==> src/logic/cmmc_pkg.sv <==
// Package for the copper media mode controller
package cmmc_pkg;
  // Register byte addresses
  localparam logic [7:0] CMMC_CTRL_ADDR = 8'h00;
  localparam logic [7:0] CMMC_MDIX_ADDR = 8'h04;
  localparam logic [7:0] CMMC_XOVR_ADDR = 8'h08;
  localparam logic [7:0] CMMC_DSHIFT_ADDR = 8'h0C;
  localparam logic [7:0] CMMC_EEE_ADDR = 8'h10;
  localparam logic [7:0] CMMC_ABIL_ADDR = 8'h14;
  localparam logic [7:0] CMMC_STAT_ADDR = 8'h18;
  localparam logic [7:0] CMMC_RING_ADDR = 8'h1C;
  // Control register bits
  localparam int CMMC_CTRL_SPD_LSB = 6;
  localparam int CMMC_CTRL_DUPLEX = 8;
  localparam int CMMC_CTRL_ANEG = 12;
  localparam int CMMC_CTRL_SPD_MSB = 13;
  localparam logic [31:0] CMMC_CTRL_RST = 32'h0000_1140;
  // Crossover and polarity config bits
  localparam int CMMC_MDIX_POL_DIS = 4;
  localparam int CMMC_MDIX_XOVR_DIS = 5;
  localparam int CMMC_MDIX_FRC_DIS = 7;
  localparam logic [31:0] CMMC_MDIX_RST = 32'h0000_0000;
  localparam int CMMC_XOVR_LSB = 2;
  localparam logic [1:0] CMMC_XOVR_AUTO = 2'h0;
  localparam logic [1:0] CMMC_XOVR_MDI = 2'h2;
  localparam logic [1:0] CMMC_XOVR_MDIX = 2'h3;
  // Downshift bits
  localparam int CMMC_DS_EN = 4;
  localparam int CMMC_DS_CNT_LSB = 2;
  localparam int CMMC_DS_STAT = 1;
  localparam logic [31:0] CMMC_DSHIFT_RST = 32'h0000_0004;
  localparam logic [31:0] CMMC_ABIL_RST = 32'h0000_000F;
  localparam int CMMC_EEE_10TE = 15;
  localparam logic [1:0] CMMC_RESP_OKAY = 2'h0;
  localparam logic [1:0] CMMC_RESP_SLVERR = 2'h2;
  // Speed encoding
  localparam logic [1:0] CMMC_SPD_10 = 2'h0;
  localparam logic [1:0] CMMC_SPD_100 = 2'h1;
  localparam logic [1:0] CMMC_SPD_1000 = 2'h2;
  // Reference clock modes
  localparam logic [1:0] CMMC_REF_25_XTAL = 2'h0;
  localparam logic [1:0] CMMC_REF_25_EXT = 2'h1;
  localparam logic [1:0] CMMC_REF_50_EXT = 2'h2;
  localparam logic [1:0] CMMC_REF_125_EXT = 2'h3;
  // Crossover search dwell: failed link attempts per arrangement, less one
  localparam logic [3:0] CMMC_XOVR_DWELL = 4'h2;
  typedef enum logic [3:0] {
    CMMC_ST_IDLE = 4'b0001,
    CMMC_ST_ANEG = 4'b0010,
    CMMC_ST_PDET = 4'b0100,
    CMMC_ST_LINK = 4'b1000
  } cmmc_state_e;
endpackage

==> src/logic/cmmc_top.sv <==
// Copper media mode controller with AXI4-Lite registers
// Functional notes
// - 10/100 pair A/B swap by MDI or MDI-X
// - Control bit 12 enables auto-negotiation
// - Forced speed/duplex from bits 6, 13, 8
// - Resolve speed, duplex, master role; next pages
// - Parallel detect speed when partner cannot negotiate
// - Crossover, polarity on by default; status readable
// - Detect and fix inverted polarity on four pairs
// - Auto crossover in forced 10/100 when enabled
// - Four pair arrangements including C/D swap
// - Crossover field forces MDI, MDI-X or auto
// - Downshift drops gigabit after failed attempts count
// - Leave downshift when gigabit partner appears
// - Downshift enable, count, status in bits 4:1
// - Low power idle at any speed code except 10
// - Reduced-amplitude 10 Mbps transmit select bit
// - Slave freezes timing recovery during handover
// - Master moves to recovered clock after lock
// - Two-bit reference clock select chooses mode
`timescale 1ns/1ns
`default_nettype none
module cmmc_top
  import cmmc_pkg::*;
(
  input wire logic clk,
  input wire logic rst,
  input wire logic ce,
  input wire logic [7:0] s_axi_awaddr,
  input wire logic s_axi_awvalid,
  output logic s_axi_awready,
  input wire logic [31:0] s_axi_wdata,
  input wire logic [3:0] s_axi_wstrb,
  input wire logic s_axi_wvalid,
  output logic s_axi_wready,
  output logic [1:0] s_axi_bresp,
  output logic s_axi_bvalid,
  input wire logic s_axi_bready,
  input wire logic [7:0] s_axi_araddr,
  input wire logic s_axi_arvalid,
  output logic s_axi_arready,
  output logic [31:0] s_axi_rdata,
  output logic [1:0] s_axi_rresp,
  output logic s_axi_rvalid,
  input wire logic s_axi_rready,
  input wire logic [1:0] reference_clock_select,
  input wire logic partner_aneg,
  input wire logic [1:0] partner_pdet_speed,
  input wire logic [3:0] partner_abil,
  input wire logic partner_np,
  input wire logic aneg_done,
  input wire logic link_ok,
  input wire logic attempt_fail,
  input wire logic [3:0] pair_inverted,
  input wire logic ring_req,
  input wire logic timing_lock,
  output logic [1:0] tx_pair_sel,
  output logic [1:0] rx_pair_sel,
  output logic cd_swap,
  output logic [3:0] pol_fix,
  output logic [1:0] op_speed,
  output logic op_duplex,
  output logic op_master,
  output logic adv_gig,
  output logic lpi_allow,
  output logic tx_10te,
  output logic tr_freeze,
  output logic tx_recovered_clk,
  output logic osc_en,
  output logic [1:0] ref_mode
);
  logic [31:0] ctrl_r, mdix_r, xovr_r, dshift_r, eee_r, abil_r, ring_r;
  logic [1:0] refsel_m_r, refsel_s_r;
  logic ref_cap_r;
  logic [3:0] in_s1_r, in_s2_r;
  logic [3:0] inv_s1_r, inv_s2_r;
  logic [1:0] pd_s1_r, pd_s2_r;
  logic [3:0] pab_s1_r, pab_s2_r;
  logic np_s1_r, np_s2_r;
  logic rr_s1_r, rr_s2_r, lk_s1_r, lk_s2_r;
  cmmc_state_e st_r;
  logic mdix_r_st, cd_r;
  logic [3:0] dwell_r;
  logic [3:0] fail_cnt_r;
  logic ds_r;
  logic aw_r, w_r;
  logic [7:0] awaddr_r;
  logic [31:0] wdata_r;
  logic [3:0] wstrb_r;
  logic aneg_on, fail_ev, done_ev, linkup, auto_x, gig_partner, ring_on;
  logic [1:0] xfield;

  function automatic logic known(input logic [7:0] a);
    known = (a == CMMC_CTRL_ADDR) || (a == CMMC_MDIX_ADDR) || (a == CMMC_XOVR_ADDR) ||
            (a == CMMC_DSHIFT_ADDR) || (a == CMMC_EEE_ADDR) || (a == CMMC_ABIL_ADDR) ||
            (a == CMMC_STAT_ADDR) || (a == CMMC_RING_ADDR);
  endfunction

  function automatic logic [31:0] merge(input logic [31:0] o, input logic [31:0] d,
                                        input logic [3:0] s);
    for (int i = 0; i < 4; i++) begin
      merge[i*8 +: 8] = s[i] ? d[i*8 +: 8] : o[i*8 +: 8];
    end
  endfunction

  // Pin synchronisers
  always_ff @(posedge clk or posedge rst) begin
    if (rst) begin
      in_s1_r <= 4'h0;
      in_s2_r <= 4'h0;
      inv_s1_r <= 4'h0;
      inv_s2_r <= 4'h0;
      pd_s1_r <= 2'h0;
      pd_s2_r <= 2'h0;
      pab_s1_r <= 4'h0;
      pab_s2_r <= 4'h0;
      np_s1_r <= 1'b0;
      np_s2_r <= 1'b0;
      rr_s1_r <= 1'b0;
      rr_s2_r <= 1'b0;
      lk_s1_r <= 1'b0;
      lk_s2_r <= 1'b0;
    end else if (ce) begin
      in_s1_r <= {partner_aneg, aneg_done, link_ok, attempt_fail};
      in_s2_r <= in_s1_r;
      inv_s1_r <= pair_inverted;
      inv_s2_r <= inv_s1_r;
      pd_s1_r <= partner_pdet_speed;
      pd_s2_r <= pd_s1_r;
      pab_s1_r <= partner_abil;
      pab_s2_r <= pab_s1_r;
      np_s1_r <= partner_np;
      np_s2_r <= np_s1_r;
      rr_s1_r <= ring_req;
      rr_s2_r <= rr_s1_r;
      lk_s1_r <= timing_lock;
      lk_s2_r <= lk_s1_r;
    end
  end

  // Strap sync runs through reset so release sees its settled value
  always_ff @(posedge clk) begin
    if (ce) begin
      refsel_m_r <= reference_clock_select;
      refsel_s_r <= refsel_m_r;
    end
  end

  // Reference mode latched once at first enabled edge after release
  always_ff @(posedge clk or posedge rst) begin
    if (rst) begin
      ref_cap_r <= 1'b0;
      ref_mode <= CMMC_REF_25_XTAL;
      osc_en <= 1'b1;
    end else if (ce && !ref_cap_r) begin
      ref_cap_r <= 1'b1;
      ref_mode <= refsel_s_r;
      osc_en <= (refsel_s_r == CMMC_REF_25_XTAL);
    end
  end

  assign aneg_on = ctrl_r[CMMC_CTRL_ANEG];
  assign xfield = xovr_r[CMMC_XOVR_LSB +: 2];
  assign fail_ev = in_s2_r[0];
  assign linkup = in_s2_r[1];
  assign done_ev = in_s2_r[2];
  assign gig_partner = pab_s2_r[3];
  // Automatic crossover active in auto-neg, or forced mode if allowed
  assign auto_x = (xfield == CMMC_XOVR_AUTO) && !mdix_r[CMMC_MDIX_XOVR_DIS] &&
                  (aneg_on || !mdix_r[CMMC_MDIX_FRC_DIS]);
  assign ring_on = ring_r[0] && (op_speed == CMMC_SPD_1000) && linkup;

  // AXI4-Lite write path
  always_ff @(posedge clk or posedge rst) begin
    if (rst) begin
      aw_r <= 1'b0;
      w_r <= 1'b0;
      awaddr_r <= 8'h00;
      wdata_r <= 32'h0000_0000;
      wstrb_r <= 4'h0;
      s_axi_bvalid <= 1'b0;
      s_axi_bresp <= CMMC_RESP_OKAY;
    end else if (ce) begin
      if (s_axi_awvalid && s_axi_awready) begin
        aw_r <= 1'b1;
        awaddr_r <= s_axi_awaddr;
      end
      if (s_axi_wvalid && s_axi_wready) begin
        w_r <= 1'b1;
        wdata_r <= s_axi_wdata;
        wstrb_r <= s_axi_wstrb;
      end
      if (aw_r && w_r && !s_axi_bvalid) begin
        aw_r <= 1'b0;
        w_r <= 1'b0;
        s_axi_bvalid <= 1'b1;
        s_axi_bresp <= known(awaddr_r) ? CMMC_RESP_OKAY : CMMC_RESP_SLVERR;
      end else if (s_axi_bvalid && s_axi_bready) begin
        s_axi_bvalid <= 1'b0;
      end
    end
  end
  assign s_axi_awready = !aw_r && !s_axi_bvalid;
  assign s_axi_wready = !w_r && !s_axi_bvalid;

  // Register writes
  always_ff @(posedge clk or posedge rst) begin
    if (rst) begin
      ctrl_r <= CMMC_CTRL_RST;
      mdix_r <= CMMC_MDIX_RST;
      xovr_r <= 32'h0000_0000;
      dshift_r <= CMMC_DSHIFT_RST;
      eee_r <= 32'h0000_0000;
      abil_r <= CMMC_ABIL_RST;
      ring_r <= 32'h0000_0000;
    end else if (ce && aw_r && w_r && !s_axi_bvalid) begin
      case (awaddr_r)
        CMMC_CTRL_ADDR: ctrl_r <= merge(ctrl_r, wdata_r, wstrb_r);
        CMMC_MDIX_ADDR: mdix_r <= merge(mdix_r, wdata_r, wstrb_r);
        CMMC_XOVR_ADDR: xovr_r <= merge(xovr_r, wdata_r, wstrb_r);
        CMMC_DSHIFT_ADDR: dshift_r <= merge(dshift_r, wdata_r, wstrb_r);
        CMMC_EEE_ADDR: eee_r <= merge(eee_r, wdata_r, wstrb_r);
        CMMC_ABIL_ADDR: abil_r <= merge(abil_r, wdata_r, wstrb_r);
        CMMC_RING_ADDR: ring_r <= merge(ring_r, wdata_r, wstrb_r);
        default: ;
      endcase
    end
  end

  // AXI4-Lite read path
  always_ff @(posedge clk or posedge rst) begin
    if (rst) begin
      s_axi_rvalid <= 1'b0;
      s_axi_rdata <= 32'h0000_0000;
      s_axi_rresp <= CMMC_RESP_OKAY;
    end else if (ce) begin
      if (s_axi_arvalid && s_axi_arready) begin
        s_axi_rvalid <= 1'b1;
        s_axi_rresp <= known(s_axi_araddr) ? CMMC_RESP_OKAY : CMMC_RESP_SLVERR;
        case (s_axi_araddr)
          CMMC_CTRL_ADDR: s_axi_rdata <= ctrl_r;
          CMMC_MDIX_ADDR: s_axi_rdata <= mdix_r;
          CMMC_XOVR_ADDR: s_axi_rdata <= xovr_r;
          CMMC_DSHIFT_ADDR: s_axi_rdata <= {dshift_r[31:2], ds_r, dshift_r[0]};
          CMMC_EEE_ADDR: s_axi_rdata <= eee_r;
          CMMC_ABIL_ADDR: s_axi_rdata <= abil_r;
          // Status: pol fix, cd swap, mdix, speed, duplex, master, state
          CMMC_STAT_ADDR: s_axi_rdata <= {12'h000, ref_mode, st_r, pol_fix, cd_r, mdix_r_st,
                                          op_speed, op_duplex, op_master, adv_gig,
                                          tr_freeze, tx_recovered_clk, 1'b0};
          CMMC_RING_ADDR: s_axi_rdata <= ring_r;
          default: s_axi_rdata <= 32'h0000_0000;
        endcase
      end else if (s_axi_rvalid && s_axi_rready) begin
        s_axi_rvalid <= 1'b0;
      end
    end
  end
  assign s_axi_arready = !s_axi_rvalid;

  // Negotiation, parallel detection and forced mode
  always_ff @(posedge clk or posedge rst) begin
    if (rst) begin
      st_r <= CMMC_ST_IDLE;
      op_speed <= CMMC_SPD_10;
      op_duplex <= 1'b0;
      op_master <= 1'b0;
    end else if (ce) begin
      case (st_r)
        CMMC_ST_IDLE: begin
          if (!aneg_on) begin
            op_speed <= {ctrl_r[CMMC_CTRL_SPD_MSB], ctrl_r[CMMC_CTRL_SPD_LSB]};
            op_duplex <= ctrl_r[CMMC_CTRL_DUPLEX];
          end else if (done_ev) begin
            st_r <= in_s2_r[3] ? CMMC_ST_ANEG : CMMC_ST_PDET;
          end
        end
        CMMC_ST_ANEG: begin
          // Highest common ability wins; role held during ring handover
          // Live advertisement; the adv_gig flop lags a downshift exit
          if (abil_r[3] && !ds_r && gig_partner) begin
            op_speed <= CMMC_SPD_1000;
            op_duplex <= 1'b1;
          end else if (abil_r[2] && pab_s2_r[2]) begin
            op_speed <= CMMC_SPD_100;
            op_duplex <= abil_r[1] && pab_s2_r[1];
          end else begin
            op_speed <= CMMC_SPD_10;
            op_duplex <= abil_r[0] && pab_s2_r[0];
          end
          if (!ring_on) begin
            op_master <= abil_r[4] || !np_s2_r;
          end
          st_r <= CMMC_ST_LINK;
        end
        CMMC_ST_PDET: begin
          op_speed <= (pd_s2_r == CMMC_SPD_100) ? CMMC_SPD_100 : CMMC_SPD_10;
          op_duplex <= 1'b0;
          st_r <= CMMC_ST_LINK;
        end
        CMMC_ST_LINK: begin
          if (!linkup || !aneg_on) begin
            st_r <= CMMC_ST_IDLE;
          end
        end
        default: st_r <= CMMC_ST_IDLE;
      endcase
    end
  end

  // Crossover search across four arrangements and polarity fix
  always_ff @(posedge clk or posedge rst) begin
    if (rst) begin
      mdix_r_st <= 1'b0;
      cd_r <= 1'b0;
      dwell_r <= 4'h0;
      pol_fix <= 4'h0;
    end else if (ce) begin
      if (xfield == CMMC_XOVR_MDI) begin
        mdix_r_st <= 1'b0;
      end else if (xfield == CMMC_XOVR_MDIX) begin
        mdix_r_st <= 1'b1;
      end else if (auto_x && !linkup && fail_ev) begin
        if (dwell_r == CMMC_XOVR_DWELL) begin
          dwell_r <= 4'h0;
          {mdix_r_st, cd_r} <= {mdix_r_st, cd_r} + 2'h1;
        end else begin
          dwell_r <= dwell_r + 4'h1;
        end
      end
      pol_fix <= mdix_r[CMMC_MDIX_POL_DIS] ? 4'h0 : inv_s2_r;
    end
  end

  // Downshift: counts failed gigabit attempts, recovers on gig partner
  always_ff @(posedge clk or posedge rst) begin
    if (rst) begin
      fail_cnt_r <= 4'h0;
      ds_r <= 1'b0;
    end else if (ce) begin
      if (ds_r && gig_partner && done_ev) begin
        ds_r <= 1'b0;
        fail_cnt_r <= 4'h0;
      end else if (dshift_r[CMMC_DS_EN] && adv_gig && fail_ev && !linkup) begin
        if ({1'b0, fail_cnt_r[2:0]} >= {2'b00, dshift_r[CMMC_DS_CNT_LSB +: 2]} + 4'h1) begin
          ds_r <= 1'b1;
        end else begin
          fail_cnt_r <= fail_cnt_r + 4'h1;
        end
      end else if (linkup) begin
        fail_cnt_r <= 4'h0;
      end
    end
  end

  // Pair mapping and energy modes
  always_ff @(posedge clk or posedge rst) begin
    if (rst) begin
      tx_pair_sel <= 2'h0;
      rx_pair_sel <= 2'h1;
      cd_swap <= 1'b0;
      adv_gig <= 1'b1;
      lpi_allow <= 1'b0;
      tx_10te <= 1'b0;
      tr_freeze <= 1'b0;
      tx_recovered_clk <= 1'b0;
    end else if (ce) begin
      tx_pair_sel <= mdix_r_st ? 2'h1 : 2'h0;
      rx_pair_sel <= mdix_r_st ? 2'h0 : 2'h1;
      cd_swap <= cd_r;
      adv_gig <= abil_r[3] && !ds_r;
      lpi_allow <= eee_r[0] && (op_speed != CMMC_SPD_10);
      tx_10te <= eee_r[CMMC_EEE_10TE];
      tr_freeze <= ring_on && !op_master && rr_s2_r;
      tx_recovered_clk <= ring_on && op_master && rr_s2_r && lk_s2_r;
    end
  end
endmodule
`default_nettype wire

==> config.mk <==
export PLATFORM = sky130hd
export DESIGN_NAME = cmmc_top
export DESIGN_NICKNAME = d
export VERILOG_FILES = /design/src/logic/cmmc_pkg.sv /design/src/logic/cmmc_top.sv
export SDC_FILE = /design/constraint.sdc
export NUM_CORES = 1
export LEC_CHECK = 0
export CAP_MARGIN = 10
export CORE_AREA = 2 2 206 208
export CTS_BUF_LIST = sky130_fd_sc_hd__clkbuf_4 sky130_fd_sc_hd__clkbuf_8
export CTS_CLUSTER_SIZE = 30
export DETAILED_ROUTE_END_ITERATION = 10
export DIE_AREA = 0 0 208 210
export DONT_BUFFER_PORTS = 1
export SLEW_MARGIN = 20
export SYNTH_ARGS = -nofsm -noshare
export SYNTH_HDL_FRONTEND = slang
export SYNTH_SLANG_ARGS = --single-unit
==> constraint.sdc <==
create_clock -name clk -period 12.4 [get_ports clk]
set_clock_uncertainty 0.1 [all_clocks]
set_input_delay 0.62 -clock clk [delete_from_list [all_inputs] [get_ports clk]]
set_output_delay 0.62 -clock clk [all_outputs]
set_load 0.01 [all_outputs]
==> metrics.md, run 1 <==
| Metric | Value |
|---|---|
| Status | `finished clean` |
| TritonCTS clock tree | `built` |
| Via/cell ratio | `5.41` |
| Post-CTS sizing | `0` |
| Final period util | `19.6%` |
| Crit-path max cell delay | `490 ps` |
| Largest net degree at the start of global routing | `169` |
| Post-route cell area | `18,400 um2` |
| Drt first-iter violations | `706` |
| Worst-margin pin slew | `1090 ps` |
| Detail Route Antenna Nets | `0` |
| Finish-stage setup viols | `0` |
| Clock sink count | `377` |
| Ranking of synthesized cells by area | `dfrtp_1 55%, mux2_2 21%, mux4_2 4.2%` |
| Sequential cell area | `9470 um2` |
| Vias in the first global route | `10.3k` |
| Total number of vias | `9,721` |
| Initial core utilization | `39.7%` |
| Layout net count | `1,299` |
| CP max stage cell | `nor2_2` |
| Dpl hpwl | `24,400 um` |
| CP Max Fanout | `14` |
| Crit path kind | `reg2reg` |
| Synth Flop Type | `dfrtp_1` |
| CTS H-tree depth | `3` |
| RSZ-0062 raised after global routing | `false` |
| Die X | `208 um` |
| Worst-Skew Late Latency | `600 ps` |
| Setup_tns | `0 ps` |
| CTS Root Buffer Type | `clkbuf_8` |
| Die area | `43,700 um2` |
| Worst-path clk slew | `60 ps` |
| Max-slew violation count | `0` |
| Post-route minimum period | `2430 ps` |
| Final hold violations | `0` |
| Sequential area share after synthesis | `57.5%` |
| Max Freq | `411 MHz` |
| Cells after synthesis | `1,185` |
| CTS buffer count | `66` |
| Max Buffers Root-to-Sink | `3` |
| Post-Route WL | `39,300 um` |
| CP Buf/Inv Count | `0` |
| Hold crit path type | `in2reg` |
| Post-synth EDFFs | `4` |
| IR drop worst, VDD | `0.000115 V` |
| # fillers | `3,786` |
| Share of flip-flops with an asynchronous set or reset | `98.9%` |
| First-pass GRT wire length | `62,100 um` |
| Diodes inserted | `0` |
| Req. time, crit path | `12,780 ps` |
| Max_cap viols | `0` |
| Largest delay share family, worst path | `simple AND/OR/NAND/NOR gates` |
| WP depth | `5` |
| Power Density | `175 nW/um2` |
| Share of post-route cells with drive strength above 1 | `40.6%` |
| Drt drc | `0` |
| Post-synth top area share | `54.8%` |
| GRT Total Usage | `18.4%` |
| Die height | `210 um` |
| Depth of the worst hold-timing path | `0` |
| #FFs+latches synth | `377` |
| Floorplan row count | `75` |
| Distinct cells, synth | `62` |
| Footprint of the multi-input gates | `6700 um2` |
| Slew headroom | `27.1%` |
| CP cell instances | `nor2b_2 > and3_2 > nand3_1 > nor2_2 > mux2_2` |
| Port-buffer cells | `0` |
| Initial antenna violation count | `2` |
| Post-Synthesis Cell Area | `16,500 um2` |
| Warnings, synthesis | `0` |
| Final GP Congestion | `0.756` |
| Worst Path Arrival | `2810 ps` |
| Synthesis-to-finish area growth | `11.8%` |
| P_leak | `8.42 nW` |
| Wire per inst | `21.9 um` |
| Reg2Reg Depth | `5` |
| Final hold slack | `46.7 ps` |
| Cell accounting for the most synthesized area | `dfrtp_1` |
| Placed cell area | `17,000 um2` |
| Overflow after GRT | `0` |
| Ports | `141` |
| Crit path capture type | `register` |
| CP Launch Type | `register` |
| CORE AREA | `41,500 um2` |
| Pre-antenna DRT Iters | `5` |
| Syn_area_per_cell | `13.9 um2` |
synth_stat cells, drive strengths merged (3+ instances only):
cell type	n
a31oi	4
mux2i	35
edfxtp	4
nor2	32
o211ai	12
inv	19
xnor2	6
nand3b	4
a22oi	41
mux4	31
mux2	311
nor3	6
and2	5
clkbuf	22
dfrtp	361
and3	3
nor4	4
nand2	98
a21o	4
or3	3
buf	31
nand3	9
ha	5
a21oi	5
o21ai	79
nand2b	4
o22ai	4
dfstp	12
nor2b	6
power by group:
group / internal [mW] / switching [mW]
combinational: 0.209 / 0.159
clock: 0.676 / 0.506
sequential: 1.42 / 0.261
layer usage:
metal / GRT usage (%) / wire length [um] / vias to the layer above
met5: 0 / 16 / -
met4: 5.23 / 809 / 2
met3: 5.47 / 2680 / 68
met2: 29.0 / 18100 / 235
met1: 24.9 / 17700 / 5026
li1: - / - / 4390
final cells by class:
type                       instances  share of cell area, %
timing repair buffer              12                  0.761
tap                              539                   3.66
sequential                       377                   51.4
inverter                          19                  0.428
multi-input combinational        739                   36.4
clock buffer                     105                   7.00
clock inverter                     7                  0.347
final timing paths:
kind,start,to,slack [ps]
setup / recovery,s_axi_bvalid,abil_r[27],9970
hold / removal,ce,refsel_m_r[1],50
setup reg to reg,s_axi_bvalid,abil_r[27],9970
hold reg to reg,refsel_m_r[1],refsel_s_r[1],320
max in group asynchronous,rst,s_axi_rdata[16],10090
min in group asynchronous,rst,ctrl_r[27],460
layout by cell type (no fill, tap or decap), drive strengths merged, types with 4 or more instances in the layout:
cell type    netlist  final
nand3b             4      4
o21ai             79     79
xnor2              6      6
nand3              9      9
a21oi              5      5
dfrtp            361    361
clkinv             0      5
nor3               6      6
o211ai            12     12
mux2i             35     35
inv               19     20
a21o               4      4
and2               5      5
nand2b             4      4
buf               31      8
ha                 5      5
mux4              31     31
nand2             98     98
edfxtp             4      4
conb               1      4
a22oi             41     41
dfstp             12     12
clkbuf            22    105
o22ai              4      4
a31oi              4      4
nor4               4      4
nor2b              6      6
dlygate4sd3        0      4
mux2             311    311
nor2              32     32
sequential cells by signal, summed over array words and instances (netlist names), 8 cells and up:
signal / flops
abil_r: 32
awaddr_r: 8
ctrl_r: 32
dshift_r: 31
eee_r: 32
mdix_r: 32
ring_r: 32
s_axi_rdata: 32
wdata_r: 32
xovr_r: 32
stage by stage:
stage               std cells  utilization, %  setup WS, ps  total power [mW]
finish                   1798            44.4          9970              3.23
detailed placement       1680            40.9          9600              2.07
CTS                      1796            44.3          9970              3.27
global route             1798            44.4          9780              3.41
global placement         1680            40.9          9650              2.05
floorplan                1188               -          1340              1.93
cell families after synthesis:
logic type / synth area share, %
buffers and inverters: 2.01
muxes: 27.6
AOI/OAI and AO/OA: 6.09
xor gates and xnor gates: 0.319
adders and majority gates: 0.380
DFF: 57.5
and+or+nand+nor: 6.08
other: 0.0228
repair_timing:
item / CTS / global route
setup buffers: 0 / 0
hold endpoints to repair: 16 / 0
setup endpoints to repair: 0 / 0
hold buffers: 4 / 0
Note: power is estimated with default switching activity, not from simulation.
==> inputs of run 2 (changes only) <==
==> constraint.sdc (replaced) <==
create_clock -name clk -period 2.4 [get_ports clk]
set_clock_uncertainty 0.1 [all_clocks]
set_input_delay 0.12 -clock clk [delete_from_list [all_inputs] [get_ports clk]]
set_output_delay 0.12 -clock clk [all_outputs]
set_load 0.01 [all_outputs]
==> run 2 against run 1 <==
Compared with the run above: fmax grew 6.6%; critical endpoint is now wdata_r[18]; sequential share of layout area shrank 4.0 points; highest routed layer is now met4; cell count grew 8.3%; via count grew 7.8%; design area grew 8.3%; sequential power grew to 5.2 times the previous value; die area is the same; setup slack lost 9800 ps.
==> metrics.md, run 2 (synthesized netlist as in run 1, its figures left out) <==
| Metric | Value |
|---|---|
| Synthesis-to-finish area growth | `21.1%` |
| Initial core utilization | `39.7% (unchanged)` |
| Die height | `210 um (unchanged)` |
| CTS H-tree depth | `2 (-1)` |
| Commonest non-fill, non-tap cell in the layout | `dfrtp_1` |
| Ports | `141 (unchanged)` |
| Crit path kind | `reg2reg` |
| Initial antenna violation count | `2 (unchanged)` |
| Drt first-iter violations | `508 (-28%)` |
| Clock sink count | `377 (unchanged)` |
| Most crowded layer after global routing | `met2` |
| Max Freq | `438 MHz (+6.6%)` |
| Slew headroom | `54.3% (+27 points)` |
| CP Buf/Inv Count | `2 (+2)` |
| Worst-path clk slew | `60 ps (about the same)` |
| Overflow after GRT | `0 (unchanged)` |
| Pre-antenna DRT Iters | `5 (unchanged)` |
| Dpl hpwl | `25,400 um (+3.9%)` |
| Post-Route WL | `42,000 um (+6.9%)` |
| Post-Place Cells | `1,704 (+1.4%)` |
| Total number of vias | `10.5k (+7.8%)` |
| Vias in the first global route | `11.1k (+7.3%)` |
| RSZ-0062 raised after global routing | `false` |
| Max_cap viols | `0 (unchanged)` |
| CP max stage cell | `dlygate4sd3_1` |
| Met1 GRT Util | `26.5% (+1.6 points)` |
| Max Buffers Root-to-Sink | `3 (unchanged)` |
| CP Launch Type | `register` |
| First-pass GRT wire length | `65,700 um (+5.9%)` |
| CTS Root Buffer Type | `clkbuf_8` |
| CP Max Fanout | `18 (+4)` |
| Diodes inserted | `0 (unchanged)` |
| Most frequent cells in the layout | `361 x dfrtp_1, 308 x mux2_2, 121 x dlygate4sd3_1, 85 x nand2_1` |
| Status | `finished clean` |
| P_leak | `9.12 nW (+8.3%)` |
| Max-slew violation count | `0 (unchanged)` |
| Met3 Use GR | `4.59% (-0.88 points)` |
| Power Density | `870 nW/um2 (+400%)` |
| Port-buffer cells | `0 (unchanged)` |
| Setup_tns | `0 ps (unchanged)` |
| TritonCTS clock tree | `built` |
| Floorplan row count | `75 (unchanged)` |
| Detail Route Antenna Nets | `0 (unchanged)` |
| Hold crit path type | `in2reg` |
| Drt drc | `0 (unchanged)` |
| CORE AREA | `41,500 um2 (unchanged)` |
| Largest net degree at the start of global routing | `119 (-30%)` |
| Largest delay share family, worst path | `buffers and inverters` |
| Worst Path Arrival | `2680 ps (-130 ps)` |
| Wire per inst | `21.6 um (-1.3%)` |
| Worst-margin pin slew | `686 ps (-407 ps)` |
| CP cell instances | `nor2b_2 > nand2_1 > nor2_4 > buf_12 > mux2_2 > dlygate4sd3_1` |
| M2 GR Usage | `30.6% (+1.6 points)` |
| Final GP Congestion | `0.780 (+3.1%)` |
| Crit path capture type | `register` |
| Crit-path max cell delay | `550 ps (+60 ps)` |
| Post-route minimum period | `2280 ps (-151 ps)` |
| Layout net count | `1,442 (+11%)` |
| Die X | `208 um (unchanged)` |
| Via/cell ratio | `5.38 (-0.46%)` |
| IR drop worst, VDD | `0.000517 V (+350%)` |
| Share of post-route cells with drive strength above 1 | `38.5% (-2.0 points)` |
| Final period util | `95.1% (+75 points)` |
| Die area | `43,700 um2 (unchanged)` |
| CTS buffer count | `61 (-7.6%)` |
| GRT Total Usage | `19.3% (+0.85 points)` |
| Final hold violations | `0 (unchanged)` |
| Req. time, crit path | `2800 ps (-9980 ps)` |
| Finish-stage setup viols | `0 (unchanged)` |
| Worst-Skew Late Latency | `640 ps (+40 ps)` |
| Finished Layout Cells | `1,948 (+8.3%)` |
==> run 2: worst register-to-register path, stage by stage (launching register included) <==
cell,delay (ps)
dfrtp_1,390
nor2b_2,180
nand2_1,120
nor2_4,220
buf_12,230
mux2_2,380
dlygate4sd3_1,550
==> run 2: metrics by stage <==
stage | util, % | hold WS (ps) | setup WS (ps) | total power [mW] | instance area, um2
6_report | 48.1 | 42.2 | 117 | 17.3 | 19900
2_1_floorplan | - | 119 | -2820 | 9.98 | 16500
3_5_place_dp | 41.5 | 8.48 | 139 | 10.8 | 17200
3_3_place_gp | 41.5 | 10.5 | 179 | 10.7 | 17200
4_1_cts | 48.0 | 16.7 | 7.73 | 17.5 | 19900
5_1_grt | 48.1 | 28.4 | 0.842 | 18.3 | 19900
==> run 2: layout make-up <==
type | instances | area (um2)
multi-input cells | 739 | 6690
inverters | 19 | 75.1
clock inverters | 9 | 76.3
well taps | 539 | 674
repair buffers | 160 | 1680
flip-flops and latches | 377 | 9470
clock buffers | 105 | 1280
fillers | 3683 | 21500
==> run 2: final timing paths <==
| check | start | to | slack [ps] | cells past startpoint |
|---|---|---|---|---|
| worst max register to register | s_axi_bvalid | wdata_r[18] | 120 | 6 |
| worst min register to register | refsel_m_r[0] | refsel_s_r[0] | 320 | 0 |
| worst max-delay path | s_axi_bvalid | wdata_r[18] | 120 | 6 |
| worst min-delay path | s_axi_araddr[4] | s_axi_rdata[11] | 40 | 4 |
| min in group asynchronous | rst | s_axi_rdata[28] | 50 | 3 |
| max in group asynchronous | rst | osc_en | 950 | 5 |
==> run 2: repair_timing <==
item / CTS / global route
gates resized for setup: 0 / 5
setup buffers: 0 / 0
hold buffers: 127 / 0
hold endpoints to repair: 522 / 0
setup endpoints to repair: 0 / 84
==> run 2: power by group <==
group          total [mW]  internal [mW]  switching, mW
clock network        6.02           3.45           2.57
logic                2.62           1.58           1.05
registers            8.71           7.33           1.37
==> run 2: metal layers <==
layer  up-vias  wire length (um)
met1      5452             19200
met5         -                 0
li1       4697                 -
met4         0               896
met3        64              2370
met2       271             19600
